## src/rtl/sfpc_pkg.sv

```systemverilog
// Constants, timing counts, command words and operation codes for the
// sector flash program controller.
// Assumes a single 40 MHz clock; all pin timing is derived from it.
package sfpc_pkg;

	// Clock rate and printed pin timing
	localparam int CLK_MHZ = 40;
	localparam int AS_NS = 10;
	localparam int WP_NS = 200;
	localparam int WPH_NS = 200;
	localparam int OEHP_NS = 150;
	localparam int ACC_NS = 120;
	localparam int BLC_US = 150;
	localparam int WC_MS = 20;

	// Least times round up to whole cycles, never below one
	function automatic int sfpc_cyc_min(input int ns);
		int c;
		c = (ns * CLK_MHZ + 999) / 1000;
		return (c < 1) ? 1 : c;
	endfunction : sfpc_cyc_min

	localparam int AS_CYC = sfpc_cyc_min(AS_NS);
	localparam int WP_CYC = sfpc_cyc_min(WP_NS);
	localparam int ACC_CYC = sfpc_cyc_min(ACC_NS);
	localparam int RECOV_CYC = (sfpc_cyc_min(WPH_NS) > sfpc_cyc_min(OEHP_NS)) ?
		sfpc_cyc_min(WPH_NS) : sfpc_cyc_min(OEHP_NS);
	// Longest times round down
	localparam int BLC_CYC = BLC_US * CLK_MHZ;
	localparam int WC_CYC = WC_MS * 1000 * CLK_MHZ;

	// Geometry
	localparam int SECTOR_BYTES = 128;
	localparam int ADDR_W = 17;
	localparam int SECT_W = 10;
	localparam logic [6:0] SECT_LAST = 7'h7f;
	localparam logic [16:0] ID_MFR_ADDR = 17'h00000;
	localparam logic [16:0] ID_DEV_ADDR = 17'h00001;

	// Command addresses (A14..A0) and data words
	localparam logic [14:0] CMD_ADDR_1 = 15'h5555;
	localparam logic [14:0] CMD_ADDR_2 = 15'h2aaa;
	localparam logic [7:0] CMD_UNLOCK_1 = 8'haa;
	localparam logic [7:0] CMD_UNLOCK_2 = 8'h55;
	localparam logic [7:0] CMD_PROG = 8'ha0;
	localparam logic [7:0] CMD_ID_ENTRY = 8'h90;
	localparam logic [7:0] CMD_ID_EXIT = 8'hf0;
	localparam logic [7:0] CMD_LOCK_PRE = 8'h80;
	localparam logic [7:0] CMD_LOCK_LO = 8'h40;
	localparam logic [7:0] CMD_LOCK_HI = 8'h60;

	typedef enum logic [2:0] {
		OP_READ = 3'h0,
		OP_PROG = 3'h1,
		OP_ID_READ = 3'h2,
		OP_ID_EXIT = 3'h3,
		OP_LOCK_LO = 3'h4,
		OP_LOCK_HI = 3'h5
	} sfpc_op_t;

	// Number of command writes that open an operation
	function automatic logic [2:0] sfpc_cmd_len(input sfpc_op_t op);
		case (op)
			OP_PROG, OP_ID_READ, OP_ID_EXIT: return 3'h3;
			OP_LOCK_LO, OP_LOCK_HI: return 3'h6;
			default: return 3'h0;
		endcase
	endfunction : sfpc_cmd_len

	// Command word {address, data} for step idx of an operation
	function automatic logic [22:0] sfpc_cmd_word(input sfpc_op_t op, input logic [2:0] idx);
		logic [7:0] third;
		third = CMD_PROG;
		case (op)
			OP_ID_READ: third = CMD_ID_ENTRY;
			OP_ID_EXIT: third = CMD_ID_EXIT;
			OP_LOCK_LO, OP_LOCK_HI: third = CMD_LOCK_PRE;
			default: third = CMD_PROG;
		endcase
		case (idx)
			3'h0, 3'h3: return {CMD_ADDR_1, CMD_UNLOCK_1};
			3'h1, 3'h4: return {CMD_ADDR_2, CMD_UNLOCK_2};
			3'h2: return {CMD_ADDR_1, third};
			default: return {CMD_ADDR_1, (op == OP_LOCK_HI) ? CMD_LOCK_HI : CMD_LOCK_LO};
		endcase
	endfunction : sfpc_cmd_word

endpackage : sfpc_pkg

```

## src/rtl/sfpc_bus_cycle.sv

```systemverilog
// One read or write strobe cycle on the flash pins.
// Assumes the caller holds off i_req until o_done of the previous cycle.
`timescale 1ns/1ps
module sfpc_bus_cycle
	import sfpc_pkg::*;
(
	input wire logic i_clk,
	input wire logic i_rst,
	input wire logic i_req,
	input wire logic i_write,
	input wire logic [ADDR_W-1:0] i_addr,
	input wire logic [7:0] i_wdata,
	input wire logic [7:0] i_dq_i,
	output logic o_ce_n,
	output logic o_oe_n,
	output logic o_we_n,
	output logic [ADDR_W-1:0] o_addr,
	output logic [7:0] o_dq_o,
	output logic o_dq_oe,
	output logic [7:0] o_rdata,
	output logic o_done
);

	typedef enum logic [3:0] {
		BC_IDLE = 4'b0001,
		BC_SETUP = 4'b0010,
		BC_STROBE = 4'b0100,
		BC_RECOV = 4'b1000
	} sfpc_bc_t;

	sfpc_bc_t state_q;
	logic [3:0] cnt_q;
	logic write_q;
	wire cnt_zero = (cnt_q == 4'h0);
	wire [3:0] strobe_len = write_q ? 4'(WP_CYC - 1) : 4'(ACC_CYC - 1);

	// Strobe sequencer; OE stays high for the whole of a write
	always_ff @(posedge i_clk)
	begin
		o_done <= 1'b0;
		if (i_rst)
		begin
			state_q <= BC_IDLE;
			cnt_q <= 4'h0;
			write_q <= 1'b0;
			o_ce_n <= 1'b1;
			o_oe_n <= 1'b1;
			o_we_n <= 1'b1;
			o_addr <= '0;
			o_dq_o <= 8'h00;
			o_dq_oe <= 1'b0;
			o_rdata <= 8'h00;
		end
		else
		begin
			cnt_q <= cnt_zero ? 4'h0 : cnt_q - 4'h1;
			case (state_q)
				BC_IDLE:
					if (i_req)
					begin
						// Address, data and CE settle before the strobe falls
						write_q <= i_write;
						o_addr <= i_addr;
						o_dq_o <= i_wdata;
						o_dq_oe <= i_write;
						o_ce_n <= 1'b0;
						cnt_q <= 4'(AS_CYC - 1);
						state_q <= BC_SETUP;
					end
				BC_SETUP:
					if (cnt_zero)
					begin
						o_we_n <= ~write_q;
						o_oe_n <= write_q; // RULE_01
						cnt_q <= strobe_len;
						state_q <= BC_STROBE;
					end
				BC_STROBE:
					if (cnt_zero)
					begin
						if (!write_q)
							o_rdata <= i_dq_i;
						// Each read ends with OE high, so the toggle line advances
						o_we_n <= 1'b1;
						o_oe_n <= 1'b1; // RULE_07
						o_ce_n <= 1'b1;
						cnt_q <= 4'(RECOV_CYC - 1);
						state_q <= BC_RECOV;
					end
				BC_RECOV:
					if (cnt_zero)
					begin
						// Data held through recovery covers the hold time
						o_dq_oe <= 1'b0;
						o_done <= 1'b1;
						state_q <= BC_IDLE;
					end
				default:
					state_q <= BC_IDLE;
			endcase
		end
	end

endmodule : sfpc_bus_cycle

```

## src/rtl/sfpc_host.sv

```systemverilog
// Host controller for a parallel sector flash: command sequences,
// 128-byte sector loads, toggle/poll completion, ID and boot lockout.
// Assumes the flash pins are wired directly and sampled on i_clk.
`timescale 1ns/1ps
// Operation
// [RULE_01] Keep OE high during byte-load strobes
// [RULE_02] Sector address on A16..A7 every load
// [RULE_03] Unloaded sector bytes end up undefined
// [RULE_04] Protection re-arms after each program cycle
// [RULE_05] Always load all 128 sector bytes
// [RULE_06] Next load within 150 us window
// [RULE_07] Toggle line flips on each read strobe
// [RULE_08] Toggle start and end states are meaningless
// [RULE_09] Poll reads hold one fixed address
// [RULE_10] ID mode: A0 picks maker or device code
// [RULE_11] ID mode lost on power down
// [RULE_12] ID exit sequence restores array reads
// [RULE_13] Boot lockout locks lower or upper block
// [RULE_14] Commands use I/O7..0 data, A14..A0 address
// [RULE_15] Reads during program cycle return status
// [RULE_16] Poll line shows complemented bit 7 while busy
module sfpc_host
	import sfpc_pkg::*;
#(
	parameter int BLC_CYCLES = BLC_CYC,
	parameter int WC_CYCLES = WC_CYC
)
(
	input wire logic i_clk,
	input wire logic i_rst,
	input wire logic i_start,
	input wire logic [2:0] i_op,
	input wire logic [ADDR_W-1:0] i_addr,
	input wire logic [SECT_W-1:0] i_sector,
	input wire logic i_wr_valid,
	input wire logic [7:0] i_wr_data,
	output logic o_wr_ready,
	output logic o_busy,
	output logic o_done,
	output logic o_err,
	output logic [7:0] o_rdata,
	output logic [15:0] o_id_code,
	output logic o_id_mode,
	output logic o_ce_n,
	output logic o_oe_n,
	output logic o_we_n,
	output logic [ADDR_W-1:0] o_addr,
	output logic [7:0] o_dq_o,
	output logic o_dq_oe,
	input wire logic [7:0] i_dq_i
);

	typedef enum logic [6:0] {
		ST_IDLE = 7'b0000001,
		ST_CMD = 7'b0000010,
		ST_LOAD = 7'b0000100,
		ST_POLL = 7'b0001000,
		ST_READ = 7'b0010000,
		ST_IDRD = 7'b0100000,
		ST_FIN = 7'b1000000
	} sfpc_st_t;

	// Gap budget: window runs from one WE fall to the next
	localparam int GAP_CYC = BLC_CYCLES - WP_CYC - RECOV_CYC - AS_CYC - 2;
	localparam int BLC_W = $clog2(BLC_CYCLES + 1);
	localparam int WC_W = $clog2(WC_CYCLES + 1);

	sfpc_st_t state_q;
	sfpc_op_t op_q;
	logic [ADDR_W-1:0] raddr_q;
	logic [SECT_W-1:0] sector_q;
	logic [7:0] idx_q;
	logic req_q;
	logic wait_q;
	logic last_bit7_q;
	logic tog_prev_q;
	logic tog_have_q;
	logic [BLC_W-1:0] blc_cnt_q;
	logic [WC_W-1:0] wc_cnt_q;
	logic [ADDR_W-1:0] baddr_q;
	logic [7:0] bdata_q;
	logic bwrite_q;
	logic bus_done;
	logic [7:0] bus_rdata;

	// Request decode and bus word selection
	wire accept = (state_q == ST_LOAD) && o_wr_ready && i_wr_valid;
	wire issue_auto = !wait_q && !req_q &&
		(state_q == ST_CMD || state_q == ST_POLL || state_q == ST_READ || state_q == ST_IDRD);
	wire issue = issue_auto || accept;
	wire [22:0] cmd_word = sfpc_cmd_word(op_q, idx_q[2:0]);
	wire [2:0] cmd_len = sfpc_cmd_len(op_q);
	wire cmd_last = (idx_q[2:0] == cmd_len - 3'h1);
	wire [ADDR_W-1:0] cmd_addr = {2'b00, cmd_word[22:8]}; // RULE_14
	wire [ADDR_W-1:0] load_addr = {sector_q, idx_q[6:0]}; // RULE_02
	// Fixed poll address: last byte of the sector, or the command address
	wire [ADDR_W-1:0] poll_addr = (op_q == OP_PROG) ? {sector_q, SECT_LAST} : cmd_addr; // RULE_09
	wire [ADDR_W-1:0] id_addr = idx_q[0] ? ID_DEV_ADDR : ID_MFR_ADDR; // RULE_10
	wire [ADDR_W-1:0] issue_addr = (state_q == ST_CMD) ? cmd_addr :
		(state_q == ST_LOAD) ? load_addr :
		(state_q == ST_POLL) ? poll_addr :
		(state_q == ST_IDRD) ? id_addr : raddr_q;
	wire [7:0] issue_data = (state_q == ST_LOAD) ? i_wr_data : cmd_word[7:0];
	wire issue_write = (state_q == ST_CMD) || (state_q == ST_LOAD);
	wire load_last = (idx_q == 8'(SECTOR_BYTES - 1));
	wire gap_over = (blc_cnt_q >= BLC_W'(GAP_CYC));
	wire wc_over = (wc_cnt_q >= WC_W'(WC_CYCLES));
	// Done when toggle stops between two reads and, for a program, bit 7 is true data
	wire tog_still = tog_have_q && (tog_prev_q == bus_rdata[6]); // RULE_08
	wire poll_match = (op_q != OP_PROG) || (bus_rdata[7] == last_bit7_q); // RULE_16
	wire start_ok = (sfpc_cmd_len(sfpc_op_t'(i_op)) != 3'h0) || (i_op == OP_READ);

	// Bus request latch; one cycle in flight at a time
	always_ff @(posedge i_clk)
	begin
		if (i_rst)
		begin
			req_q <= 1'b0;
			wait_q <= 1'b0;
			baddr_q <= '0;
			bdata_q <= 8'h00;
			bwrite_q <= 1'b0;
		end
		else
		begin
			req_q <= issue;
			if (issue)
			begin
				wait_q <= 1'b1;
				baddr_q <= issue_addr;
				bdata_q <= issue_data;
				bwrite_q <= issue_write;
			end
			else if (bus_done)
				wait_q <= 1'b0;
		end
	end

	// Window and cycle timers; a stalled data source costs the sector
	always_ff @(posedge i_clk)
	begin
		if (i_rst || state_q != ST_LOAD || !o_wr_ready)
			blc_cnt_q <= '0;
		else if (!gap_over)
			blc_cnt_q <= blc_cnt_q + BLC_W'(1); // RULE_06
		if (i_rst || state_q != ST_POLL)
			wc_cnt_q <= '0;
		else if (!wc_over)
			wc_cnt_q <= wc_cnt_q + WC_W'(1);
	end

	// Operation sequencer
	always_ff @(posedge i_clk)
	begin
		o_done <= 1'b0;
		if (i_rst)
		begin
			state_q <= ST_IDLE;
			op_q <= OP_READ;
			raddr_q <= '0;
			sector_q <= '0;
			idx_q <= 8'h00;
			o_wr_ready <= 1'b0;
			o_busy <= 1'b0;
			o_err <= 1'b0;
			o_rdata <= 8'h00;
			o_id_code <= 16'h0000;
			o_id_mode <= 1'b0;
			last_bit7_q <= 1'b0;
			tog_prev_q <= 1'b0;
			tog_have_q <= 1'b0;
		end
		else
		begin
			case (state_q)
				ST_IDLE:
					if (i_start)
					begin
						op_q <= sfpc_op_t'(i_op);
						raddr_q <= i_addr;
						sector_q <= i_sector;
						idx_q <= 8'h00;
						o_busy <= 1'b1;
						o_err <= !start_ok;
						// Every program opens with the full unlock sequence
						state_q <= !start_ok ? ST_FIN :
							(i_op == OP_READ) ? ST_READ : ST_CMD; // RULE_04
					end
				ST_CMD:
					if (bus_done)
					begin
						idx_q <= cmd_last ? 8'h00 : idx_q + 8'h01;
						tog_have_q <= 1'b0;
						if (cmd_last)
						begin
							o_wr_ready <= (op_q == OP_PROG);
							o_id_mode <= (op_q == OP_ID_READ);
							// Lockout variants start an internal write; poll it out
							case (op_q)
								OP_PROG: state_q <= ST_LOAD;
								OP_ID_READ: state_q <= ST_IDRD;
								OP_LOCK_LO, OP_LOCK_HI: state_q <= ST_POLL; // RULE_13
								default: state_q <= ST_FIN; // RULE_12
							endcase
						end
					end
				ST_LOAD:
				begin
					if (accept)
					begin
						o_wr_ready <= 1'b0;
						last_bit7_q <= i_wr_data[7];
					end
					else if (o_wr_ready && gap_over)
					begin
						// Window missed: device programs a partial sector
						o_wr_ready <= 1'b0;
						o_err <= 1'b1; // RULE_03
						state_q <= ST_POLL;
					end
					if (bus_done)
					begin
						idx_q <= idx_q + 8'h01;
						if (load_last)
							state_q <= ST_POLL; // RULE_05
						else
							o_wr_ready <= 1'b1;
					end
				end
				ST_POLL:
					if (bus_done)
					begin
						// Reads here return status while the cycle runs, then array data once it ends
						tog_prev_q <= bus_rdata[6]; // RULE_15
						tog_have_q <= 1'b1;
						if (tog_still && poll_match)
							state_q <= ST_FIN;
						else if (wc_over)
						begin
							o_err <= 1'b1;
							state_q <= ST_FIN;
						end
					end
				ST_READ:
					if (bus_done)
					begin
						o_rdata <= bus_rdata;
						state_q <= ST_FIN;
					end
				ST_IDRD:
					if (bus_done)
					begin
						idx_q <= idx_q + 8'h01;
						if (idx_q[0])
						begin
							o_id_code[7:0] <= bus_rdata;
							state_q <= ST_FIN;
						end
						else
							o_id_code[15:8] <= bus_rdata;
					end
				ST_FIN:
				begin
					// ID exit clears the mode flag; power loss is outside our view
					if (op_q == OP_ID_EXIT)
						o_id_mode <= 1'b0; // RULE_12
					o_busy <= 1'b0;
					o_done <= 1'b1;
					state_q <= ST_IDLE;
				end
				default:
					state_q <= ST_IDLE;
			endcase
		end
	end

	// Pin-level strobe engine
	sfpc_bus_cycle u_bus (
		.i_clk(i_clk),
		.i_rst(i_rst),
		.i_req(req_q),
		.i_write(bwrite_q),
		.i_addr(baddr_q),
		.i_wdata(bdata_q),
		.i_dq_i(i_dq_i),
		.o_ce_n(o_ce_n),
		.o_oe_n(o_oe_n),
		.o_we_n(o_we_n),
		.o_addr(o_addr),
		.o_dq_o(o_dq_o),
		.o_dq_oe(o_dq_oe),
		.o_rdata(bus_rdata),
		.o_done(bus_done)
	);

endmodule : sfpc_host

```

## config.mk

```make
export PLATFORM = sky130hd
export DESIGN_NAME = sfpc_host
export DESIGN_NICKNAME = d
export VERILOG_FILES = /design/src/rtl/sfpc_pkg.sv /design/src/rtl/sfpc_bus_cycle.sv /design/src/rtl/sfpc_host.sv
export SDC_FILE = /design/constraint.sdc
export NUM_CORES = 1
export LEC_CHECK = 0
export ABC_AREA = 1
export BUFFER_PORTS_ARGS = -buffer_cell sky130_fd_sc_hd__buf_4
export CAP_MARGIN = 5
export CORE_ASPECT_RATIO = 0.9
export CORE_UTILIZATION = 53
export CTS_BUF_LIST = sky130_fd_sc_hd__clkbuf_16
export CTS_CLUSTER_SIZE = 14
export DETAILED_ROUTE_END_ITERATION = 8
export PLACE_DENSITY = 0.77
export SLEW_MARGIN = 5
export SYNTH_ARGS = -nofsm -noshare
export SYNTH_HDL_FRONTEND = slang
export SYNTH_HIERARCHICAL = 1
export SYNTH_SLANG_ARGS = --single-unit
```

## constraint.sdc

```tcl
create_clock -name i_clk -period 1.65 [get_ports i_clk]
set_input_delay 0.0825 -clock i_clk [delete_from_list [all_inputs] [get_ports i_clk]]
set_output_delay 0.0825 -clock i_clk [all_outputs]
set_load 0.005 [all_outputs]
```

Word level (Yosys, flattened, before mapping):

Index checks and enable logic that the tools add are counted.

* add/sub/neg operators: 5
* order comparisons: 2
* equality and inequality tests: 50
* mux-type cells: 81
* bitwise logic cells: 3
* reductions and logical operators: 62

Operators with widths (count)
* two-way mux 7 bit: 14
* two-way mux 17 bit: 5
* one-hot mux 23 bit (3 select lines): 1
* one-hot mux 7 bit (3 select lines): 2
* one-hot mux 7 bit (6 select lines): 1
* two-way mux 8 bit: 5
* two-way mux 4 bit: 8
* two-way mux 1 bit: 28
* one-hot mux 8 bit (3 select lines): 1
* AND reduction 3 bit: 8
* adder 20 x 1 -> 20 bit, second input constant: 1
* >= comparator 20 bit, second input constant: 1
* equality test 3 x 2 -> 1 bit, second input constant: 6
* != test 2 x 1 -> 1 bit, second input constant: 9
* != test 2 bit, second input constant: 8
* one-hot mux 1 bit (2 select lines): 8
* one-hot mux 4 bit (4 select lines): 1
* nonzero test 2 bit: 8
* equality test 3 bit, second input constant: 5
* adder 13 x 1 -> 13 bit, second input constant: 1
* >= comparator 13 bit, second input constant: 1
* one-hot mux 3 bit (2 select lines): 2
* one-hot mux 4 bit (3 select lines): 1
* AND reduction 2 bit: 6
* other kinds (38): 72

* bits in registers: 185
* input port bits: 50
* output and inout port bits: 58

Logic depth before layout (Yosys ltp):

Gate-level depths: netlist of the first run.

* word-level depth: 8
* gate-level depth with buffers: 14
* mapped depth without buffers: 14

Cells and area by module:

The synthesis of the first run kept the hierarchy.

By module, submodules not included
* sfpc_host: times used 1, cells each 1002, area each 6907.9 sq um, seq. area each 2762.6 sq um
* sfpc_bus_cycle: times used 1, cells each 237, area each 1843.0 sq um, seq. area each 940.9 sq um

Least setup slack after synthesis of the first run:

OpenSTA, ideal clock, no wires.

* kind: register -> register
* start point: register idx_q[0]
* end point: register baddr_q[1]
* setup time: 0.112 ns
* data arrival time: 1.574 ns
* data required time: 1.538 ns
* path slack: -0.036 ns
* cell stages (with the launch flop): 13
* cell sequence: dfxtp_1 inv_1 ha_1 inv_1 nand2_1 o21ai_2 inv_1 o21ai_2 o31ai_1 nand2_1 o211ai_1 nand2_1 nand2_1

* cells in the longest elaborated chain, start to end: 7

RTL lines
* start, declared: RTL line sfpc_host.sv:72 `logic [7:0] idx_q;`
* start signal, assigned: RTL line sfpc_host.sv:192 `idx_q <= cmd_last ? 8'h00 : idx_q + 8'h01;`
* start signal, assigned: RTL line sfpc_host.sv:223 `idx_q <= idx_q + 8'h01;`
* start signal, assigned: RTL line sfpc_host.sv:253 `idx_q <= idx_q + 8'h01;`
* equality test 3 x 1 -> 1 bit (tied with other cells): RTL line sfpc_pkg.sv:80 `case (idx)`
* OR reduction 2 bit: RTL line sfpc_pkg.sv:80
* one-hot mux 23 bit (3 select lines) *: RTL line sfpc_pkg.sv:80
* two-way mux 17 bit: RTL line sfpc_host.sv:97 `wire [ADDR_W-1:0] poll_addr = (op_q == OP_PROG) ? {sector_q, SECT_LAST} : cmd_addr;`
* two-way mux 17 bit: RTL line sfpc_host.sv:101 `(state_q == ST_POLL) ? poll_addr :`
* two-way mux 17 bit: RTL line sfpc_host.sv:100 `(state_q == ST_LOAD) ? load_addr :`
* two-way mux 17 bit *: RTL line sfpc_host.sv:99 `wire [ADDR_W-1:0] issue_addr = (state_q == ST_CMD) ? cmd_addr :`
* end signal, assigned: RTL line sfpc_host.sv:130 `baddr_q <= issue_addr;`
* end, declared: RTL line sfpc_host.sv:80 `logic [ADDR_W-1:0] baddr_q;`

Every way passes the cells marked *; elsewhere a longest branch is shown, timed or not.
A chain may end at the register's enable or synchronous reset.

==> metrics.txt, run 1 <==
ratio of cells with drive above 1 in the final layout=0.277; Area Growth Syn to Fin=37.1%; Comb power frac=0.365; DR pass1 iterations=6; Sink Count=185; Antenna Diode Count=0; critical path peak fanout=6; Final Cycle Share=1.03; fmax=588 MHz; RR Endpoint=baddr_q[10]; Pins Over Slew Limit=0; FF-to-FF path depth=10; Yosys reg bits=185; sequential share of power=0.369; final worst slack=-0.0500 ns; Post-Syn Area=0.00875 mm²; Synth Flop Type=dfxtp_1; Clk Latency, worst-skew pair=0.44 ns; Detail Placement HPWL=18.4 mm; post-synth top area share=0.423; r2r setup slk=-0.05 ns; wire per inst=16.1 µm; Sw Share=0.370; cell row count=44; Setup CP Type=register to register; Synth area leader=dfxtp_1; crit-path cells=nor2_2 > nand2_2 > nor2_4 > nor2_2 > nand2_2 > o21ai_4 > nand2_8 > buf_4 > o21ai_1 > nor2_1; Worst VDD drop=0.885 mV; Sw Pwr=5490 µW; synth top area cells=dfxtp_1, nand2_1, a21oi_1, nor2_1, o21ai_0; P_int=9350 µW; first-pass GRT wire length=41.0 mm; worst setup path start=state_q[2]; initial DRC count=921; global router's overall resource usage=0.315; Clock Tree Buf Depth=2; Num CTS Buffers=17; Synthesized Nets=1300; GP Congestion=0.939; WP data required=1.98 ns; Ports=108; most common cell in the netlist=nand2_1; vias in the first global route=8170; TritonCTS clock tree=done; DR vias=9302; EDFF count, synth=0; Syn Inst Count=1239; placed inst area=0.0104 mm²; drt total wl=27.5 mm; Worst Setup EP=baddr_q[10]; Core Area=0.0161 mm²; post-route setup TNS=-0.656 ns; CP arrival=2.03 ns; Final Skew=0.0104 ns; Chip Height=124 µm; fillcell total=1188; cell area after layout=0.0120 mm²; Slew @ Worst Pin=0.414 ns; final net count=1544; Setup violations, final=30; Worst path max stage delay=0.37 ns; startpoint types=register; outcome=finished with violations; DRC=0; Synth Area per Inst=7.06 µm²; Hold Crit Class=primary input to register; Routed Antenna Nets=0; Starting Density=0.543; unrepaired setup endpoints after global routing=true; PwrDens=1240 mW/mm²; fin cells=1703; register area share after synthesis=0.423; Tmin final=1.70 ns; Inst Count DP=1607; initial antenna violation count=0; Setup crit end kind=register; Slowest-stage cell, CP=dfxtp_2; largest net degree at the start of global routing=56; die area=0.0170 mm²; Ys Warns=6; remaining global-route overflow=0; Reg clk slew, reported paths=0.07 ns; die width=137 µm; root buffer cell=clkbuf_16; share of flip-flops with an asynchronous set or reset=0; number of port buffers=107; dpl ws=-0.145 ns; routed vias/inst=5.46; failing checks=negative setup slack; top cells by count, synth=nand2_1, dfxtp_1, nor2_1; max_slew headroom=0.723; H-tree depth=4; Synth cell types=47; RR Startpoint=state_q[2]; clock power share=0.266; MaxCap Viol Count=0; leak pwr=0.00526 µW; Hold Vio Cnt, Final=0
-- worst min-delay path by stage --
stage                  from          endpoint  slack [ns]  cells past startpoint
3_5_place_dp      i_dq_i[0]  u_bus/o_rdata[0]        0.31                      3
6_report         i_addr[15]       raddr_q[15]        0.04                      4
2_1_floorplan  i_wr_data[7]       last_bit7_q        0.22                      2
4_1_cts          i_addr[15]       raddr_q[15]        0.05                      4
3_3_place_gp      i_dq_i[0]  u_bus/o_rdata[0]        0.31                      3
5_1_grt          i_addr[15]       raddr_q[15]        0.06                      4
-- critical path: cells and delay by family (launching register included) --
kind                   cells  cell delay [ns]
buffers and inverters      1             0.17
AND/OR/NAND/NOR            7             0.70
flip-flops                 1             0.37
AO/OA/AOI/OAI              2             0.36
-- cell usage in the layout (no fill, tap or decap), types with 4 or more instances in the layout --
cell type and count:
dlygate4sd3_1 42, clkbuf_16 17, inv_1 98, nand2_4 7, nand2_1 243, ha_1 7
a21oi_2 9, dfxtp_2 13, buf_6 13, nor2_2 17, nor2_1 133, inv_8 4
dfxtp_4 5, o21ai_2 4, inv_2 28, nor3_2 8, xnor2_1 5, dfxtp_1 167
nand3_2 8, buf_4 210, nand2_2 17, xor2_1 12, nand4_1 10, o211ai_1 5
buf_12 7, o21ai_1 39, o21ai_0 84, nand3b_1 5, a21oi_1 111, o22ai_1 5
nor2_4 13, nor3_1 16, nand3_1 86
-- kinds of logic (layout without fill, tap and decap cells) --
group | Yosys count | in the layout | synth area share
simple gates | 576 | 579 | 0.292
compound gates | 269 | 269 | 0.163
fa+ha+maj | 11 | 11 | 0.0157
flops | 185 | 185 | 0.423
xor+xnor | 17 | 17 | 0.0170
buf+inv | 181 | 435 | 0.0888
-- flip-flops by register name (all words and copies together), names as in the netlist, 3 cells and up --
name and flops:
baddr_q 17, bdata_q 8, blc_cnt_q 13, idx_q 8, o_id_code 16, o_rdata 8, op_q 3, raddr_q 17
sector_q 10, state_q 7, u_bus/cnt_q 4, u_bus/o_addr 17, u_bus/o_dq_o 8, u_bus/o_rdata 8, u_bus/state_q 4, wc_cnt_q 20
-- power groups by stage --
stage                     Sequential, µW  Combinational, µW  Clock [µW]
after floorplan                     5400               2920           0
after global placement              5500               4410           0
after detailed placement            5510               4480           0
after CTS                           5430               4810        3970
after global routing                5530               5870        4160
final                               5470               5420        3950
-- layer usage --
layer	track usage	vias up	wire length (µm)
li1	-	4543	-
met1	0.446	4308	12100
met2	0.476	396	12300
met3	0.0688	55	2440
met4	0.0934	0	580
met5	0	-	0
-- what timing repair did --
item,in CTS,in global routing
buffers inserted,7,12
gates resized for setup,32,125
gates cloned,0,3
hold endpoints to repair,44,0
hold buffers,42,0
endpoints found under the setup margin,42,96
pin swaps,14,38
-- stage by stage --
stage	util	power (µW)	hold WS, ns
after floorplan	-	8320	0.217
after global placement	0.644	9910	0.306
after detailed placement	0.644	9990	0.309
after CTS	0.714	14200	0.0527
after global routing	0.744	15600	0.0556
final	0.744	14800	0.0438
-- layout make-up --
cell class,count,area [µm²],area share
Clock buffer,17,425,0.0355
Inverter,131,512,0.0427
Tap cell,207,259,0.0216
Sequential cell,185,3740,0.312
Clock inverter,15,138,0.0115
Multi-Input combinational cell,876,4640,0.387
Timing Repair Buffer,272,2280,0.190
Power figures use the tool's default switching activity.
==> inputs of run 2 (changes only) <==
==> constraint.sdc (replaced) <==
create_clock -name i_clk -period 1.65 [get_ports i_clk]
set_input_delay 0 -clock i_clk [delete_from_list [all_inputs] [get_ports i_clk]]
set_output_delay 0 -clock i_clk [all_outputs]
set_load 0.005 [all_outputs]
==> metrics.txt, run 2 (synthesized netlist as in run 1, its figures left out) <==
FF-to-FF path depth=9; Hold WS=-0.0000614 ns; remaining global-route overflow=0; DRC=0; Clock Tree Buf Depth=2; most frequent cells in the layout=nand2_1, buf_4, dfxtp_1; Chip Height=124 µm; vias in the first global route=8428; first-pass GRT wire length=42.2 mm; Slew @ Worst Pin=0.419 ns; fmax=572 MHz; Pins Over Slew Limit=0; RR Endpoint=bdata_q[5]; r2r setup slk=-0.1 ns; cell count of the worst hold path=4; max_slew headroom=0.719; Num CTS Buffers=17; placed inst area=0.0104 mm²; startpoint types=register; Starting Density=0.543; largest reg by FF count=wc_cnt_q; wire per inst=16.5 µm; WP data required=2.01 ns; Hold Crit Class=primary input to register; failing checks=negative hold slack, negative setup slack; initial antenna violation count=0; global router's overall resource usage=0.325; fillcell total=1157; GP Congestion=0.970; Detail Placement HPWL=18.6 mm; Hold Vio Cnt, Final=1; hold path startpoint=i_sector[8]; Slowest-stage cell, CP=dfxtp_4; leak pwr=0.00529 µW; dpl ws=-0.124 ns; Routed Antenna Nets=0; Clk Latency, worst-skew pair=0.44 ns; DR vias=9430; root buffer cell=clkbuf_16; Antenna Diode Count=0; Hold Path Sink=sector_q[8]; cell row count=44; Setup CP Type=register to register; critical path peak fanout=7; routed vias/inst=5.53; Setup crit end kind=register; Tmin final=1.75 ns; initial DRC count=941; CP arrival=2.11 ns; Final Cycle Share=1.06; PwrDens=1250 mW/mm²; unrepaired setup endpoints after global routing=true; Sink Count=185; commonest non-fill, non-tap cell in the layout=nand2_1; Reg clk slew, reported paths=0.07 ns; die width=137 µm; TritonCTS clock tree=done; cell area after layout=0.0121 mm²; max reg flops=20; fin util=0.748; drt total wl=28.2 mm; ratio of cells with drive above 1 in the final layout=0.270; outcome=finished with violations; Ports=108; Setup violations, final=35; Worst VDD drop=1.11 mV; RR Startpoint=state_q[2]; DR pass1 iterations=5; largest net degree at the start of global routing=56; Area Growth Syn to Fin=37.9%; die area=0.0170 mm²; MaxCap Viol Count=0; Final Skew=0.0126 ns; H-tree depth=4; Core Area=0.0161 mm²; crit-path cells=nor2_4 > nand3_2 > nor2_4 > buf_4 > o21ai_4 > nand2_8 > nand2_4 > buf_4 > o21ai_0; Worst path max stage delay=0.37 ns; final worst slack=-0.0991 ns; final net count=1545; number of port buffers=107
[run 2: changes by cell type in the layout (fill, tap and decap cells not counted), sizes merged]
cell / change
buf: -3
bufinv: +1
clkinv: +1
dlygate4sd3: +4
inv: -2
[run 2: power breakdown]
part | internal, µW | leakage (µW) | switching [µW] | total, µW
clock network | 2150 | 0.000283 | 1960 | 4110
logic | 2300 | 0.00351 | 3240 | 5540
registers | 5050 | 0.00150 | 421 | 5470
[run 2: metal layers]
layer	track usage	vias to the layer above	part of all wire
met4	0.104	0	0.020
met1	0.442	4377	0.43
met3	0.0830	64	0.098
met2	0.499	448	0.45
li1	-	4541	-
met5	0	-	0
[run 2: stage by stage]
stage / hold slack [ns] / total power, µW / setup TNS [ns] / cells
4_1_cts: 0.000894 / 14500 / -0.0158 / 1697
5_1_grt: 0.0193 / 15900 / -6.06 / 1704
3_5_place_dp: 0.227 / 9990 / -1.91 / 1605
6_report: -0.0000614 / 15100 / -1.42 / 1704
2_1_floorplan: 0.135 / 8320 / 0 / 1239
3_3_place_gp: 0.224 / 9900 / -1.02 / 1605
[run 2: worst max-delay path by stage]
stage,cells past startpoint,slack [ns],from,endpoint
finish,9,-0.1,state_q[2],bdata_q[5]
global route,9,-0.17,state_q[2],idx_q[3]
CTS,10,-0.02,idx_q[1],baddr_q[6]
detailed placement,10,-0.12,state_q[1],baddr_q[14]
global placement,11,-0.07,state_q[5],baddr_q[16]
floorplan,9,0.02,idx_q[2],baddr_q[0]
[run 2: area by class of cell]
cell class                      instances  area [µm²]  area share
Timing Repair Buffer                  273        2280       0.189
Clock inverter                         15         168      0.0139
Sequential cell                       185        3730       0.309
Inverter                              131         517      0.0428
Tap cell                              207         259      0.0215
Clock buffer                           17         425      0.0353
Multi-Input combinational cell        876        4690       0.388
[run 2: worst max-delay path: cells and delay by family, from the launching register on]
| family | cells | cell delay (ns) |
|---|---|---|
| AND/OR/NAND/NOR | 5 | 0.69 |
| flip-flops | 1 | 0.37 |
| AO/OA/AOI/OAI | 2 | 0.23 |
| buffers and inverters | 2 | 0.37 |
[run 2: what timing repair did]
| action | CTS | global route |
|---|---|---|
| setup buffers | 12 | 7 |
| hold buffers | 46 | 0 |
| setup endpoints to repair | 47 | 113 |
| hold endpoints to repair | 58 | 0 |
| gates resized for setup | 41 | 106 |
| pin swaps | 15 | 29 |
| gates cloned | 2 | 1 |
==> inputs of run 3 (changes only) <==
==> constraint.sdc (replaced) <==
create_clock -name i_clk -period 1.65 [get_ports i_clk]
set_input_delay 0.495 -clock i_clk [delete_from_list [all_inputs] [get_ports i_clk]]
set_output_delay 0.495 -clock i_clk [all_outputs]
set_load 0.005 [all_outputs]
==> metrics.txt, run 3 (synthesized netlist as in run 1, its figures left out) <==
dpl ws=-0.173 ns; Worst VDD drop=0.900 mV; fillcell total=1195; remaining global-route overflow=0; H-tree depth=4; die area=0.0170 mm²; Sw Pwr=5610 µW; GP Congestion=0.942; wire per inst=16.3 µm; Hold Crit Class=primary input to register; largest net degree at the start of global routing=56; Chip Height=124 µm; Hold Vio Cnt, Final=0; DR vias=9275; WP data required=1.99 ns; Setup CP Type=register to register; startpoint types=register; number of port buffers=107; outcome=finished with violations; worst setup path start=state_q[1]; Worst Setup EP=o_err; RR Endpoint=o_err; Clock Tree Buf Depth=2; DR pass1 iterations=8; met3 WL=2.42 mm; initial antenna violation count=0; Sink Count=185; Slew @ Worst Pin=0.359 ns; Sw Share=0.374; fmax=559 MHz; Antenna Diode Count=0; hold path startpoint=i_dq_i[0]; final worst slack=-0.140 ns; r2r setup slk=-0.14 ns; CP arrival=2.13 ns; unrepaired setup endpoints after global routing=true; sequential share of power=0.366; PwrDens=1270 mW/mm²; initial DRC count=1037; largest reg by FF count=wc_cnt_q; die width=137 µm; Area Growth Syn to Fin=35.1%; Setup crit end kind=register; Starting Density=0.543; FF-to-FF path depth=13; cell row count=44; vias in the first global route=8020; MaxCap Viol Count=0; Core Area=0.0161 mm²; Detail Placement HPWL=19.0 mm; root buffer cell=clkbuf_16; P_int=9370 µW; placed inst area=0.0104 mm²; clock power share=0.259; ratio of cells with drive above 1 in the final layout=0.307; Tmin final=1.79 ns; drt total wl=27.3 mm; Reg clk slew, reported paths=0.07 ns; first-pass GRT wire length=40.7 mm; RR Startpoint=state_q[1]; commonest non-fill, non-tap cell in the layout=nand2_1; cell area after layout=0.0118 mm²; Pins Over Slew Limit=0; Comb power frac=0.374; DRC=0; max reg flops=20; Final Cycle Share=1.08; Metal-1 WL=12.1 mm; Num CTS Buffers=17; routed vias/inst=5.55; Setup violations, final=48; most frequent cells in the layout=nand2_1, buf_4, dfxtp_1; Ports=108; Final Skew=0.0112 ns; final net count=1512; Clk Latency, worst-skew pair=0.44 ns; top routing layer used=met4; critical path peak fanout=4; leak pwr=0.00515 µW; max_slew headroom=0.759; TritonCTS clock tree=done; met2 WL=11.9 mm; global router's overall resource usage=0.312; Routed Antenna Nets=0; hold_buf cts=0; failing checks=negative setup slack
-- run 3: critical path, stage by stage, from the launching register on --
cell     delay [ns]
dfxtp_4        0.35
nor2_4         0.18
nand2_2        0.09
nor2_4         0.22
inv_4          0.08
buf_4          0.14
nand3_1        0.07
nand2_1        0.06
inv_1          0.06
nand2_1        0.08
nor2_2         0.15
nand3_1        0.09
nand2_1        0.07
nor2_1         0.04
-- run 3: how the worst min path moves through the flow --
stage                            end  slack (ns)  cells past startpoint
floorplan                raddr_q[15]        0.42                      2
global placement        o_id_code[9]        0.43                      2
detailed placement     o_id_code[11]        0.44                      2
CTS                 u_bus/o_rdata[0]        0.27                      3
global route        u_bus/o_rdata[0]        0.28                      3
finish              u_bus/o_rdata[0]        0.27                      3
-- run 3: layer usage --
layer,track usage,up-vias
li1,-,4478
met4,0.0913,0
met5,0,-
met1,0.457,4280
met2,0.468,446
met3,0.0525,71
-- run 3: power by group through the flow --
stage | Clock [µW] | Combinational, µW | Sequential, µW
floorplan | 0 | 2920 | 5400
global placement | 0 | 4460 | 5500
detailed placement | 0 | 4540 | 5520
CTS | 3870 | 4800 | 5450
global route | 4100 | 6090 | 5530
finish | 3890 | 5610 | 5490
-- run 3: repair_timing --
item                                    CTS  global route
cloned                                    1             3
endpoints found under the setup margin   50           102
gates resized for setup                  48           152
buffers inserted                          7            14
pin swaps                                 6            45
-- run 3: through the flow --
| stage | util | hold slack, ns | instances | power [µW] | setup TNS [ns] |
|---|---|---|---|---|---|
| final | 0.733 | 0.274 | 1671 | 15000 | -1.96 |
| after global routing | 0.733 | 0.283 | 1671 | 15700 | -6.31 |
| after CTS | 0.693 | 0.272 | 1654 | 14100 | -0.116 |
| after detailed placement | 0.646 | 0.439 | 1614 | 10100 | -2.39 |
| after global placement | 0.646 | 0.434 | 1614 | 9960 | -1.07 |
| after floorplan | - | 0.425 | 1239 | 8320 | 0 |
-- run 3: area by class of cell --
class / count / area [µm²] / share of cell area
Inverter: 131 / 523 / 0.0442
Multi-Input combinational cell: 876 / 4770 / 0.404
Sequential cell: 185 / 3740 / 0.316
Tap cell: 207 / 259 / 0.0219
Timing Repair Buffer: 240 / 1990 / 0.168
Clock buffer: 17 / 425 / 0.0360
Clock inverter: 15 / 118 / 0.00995
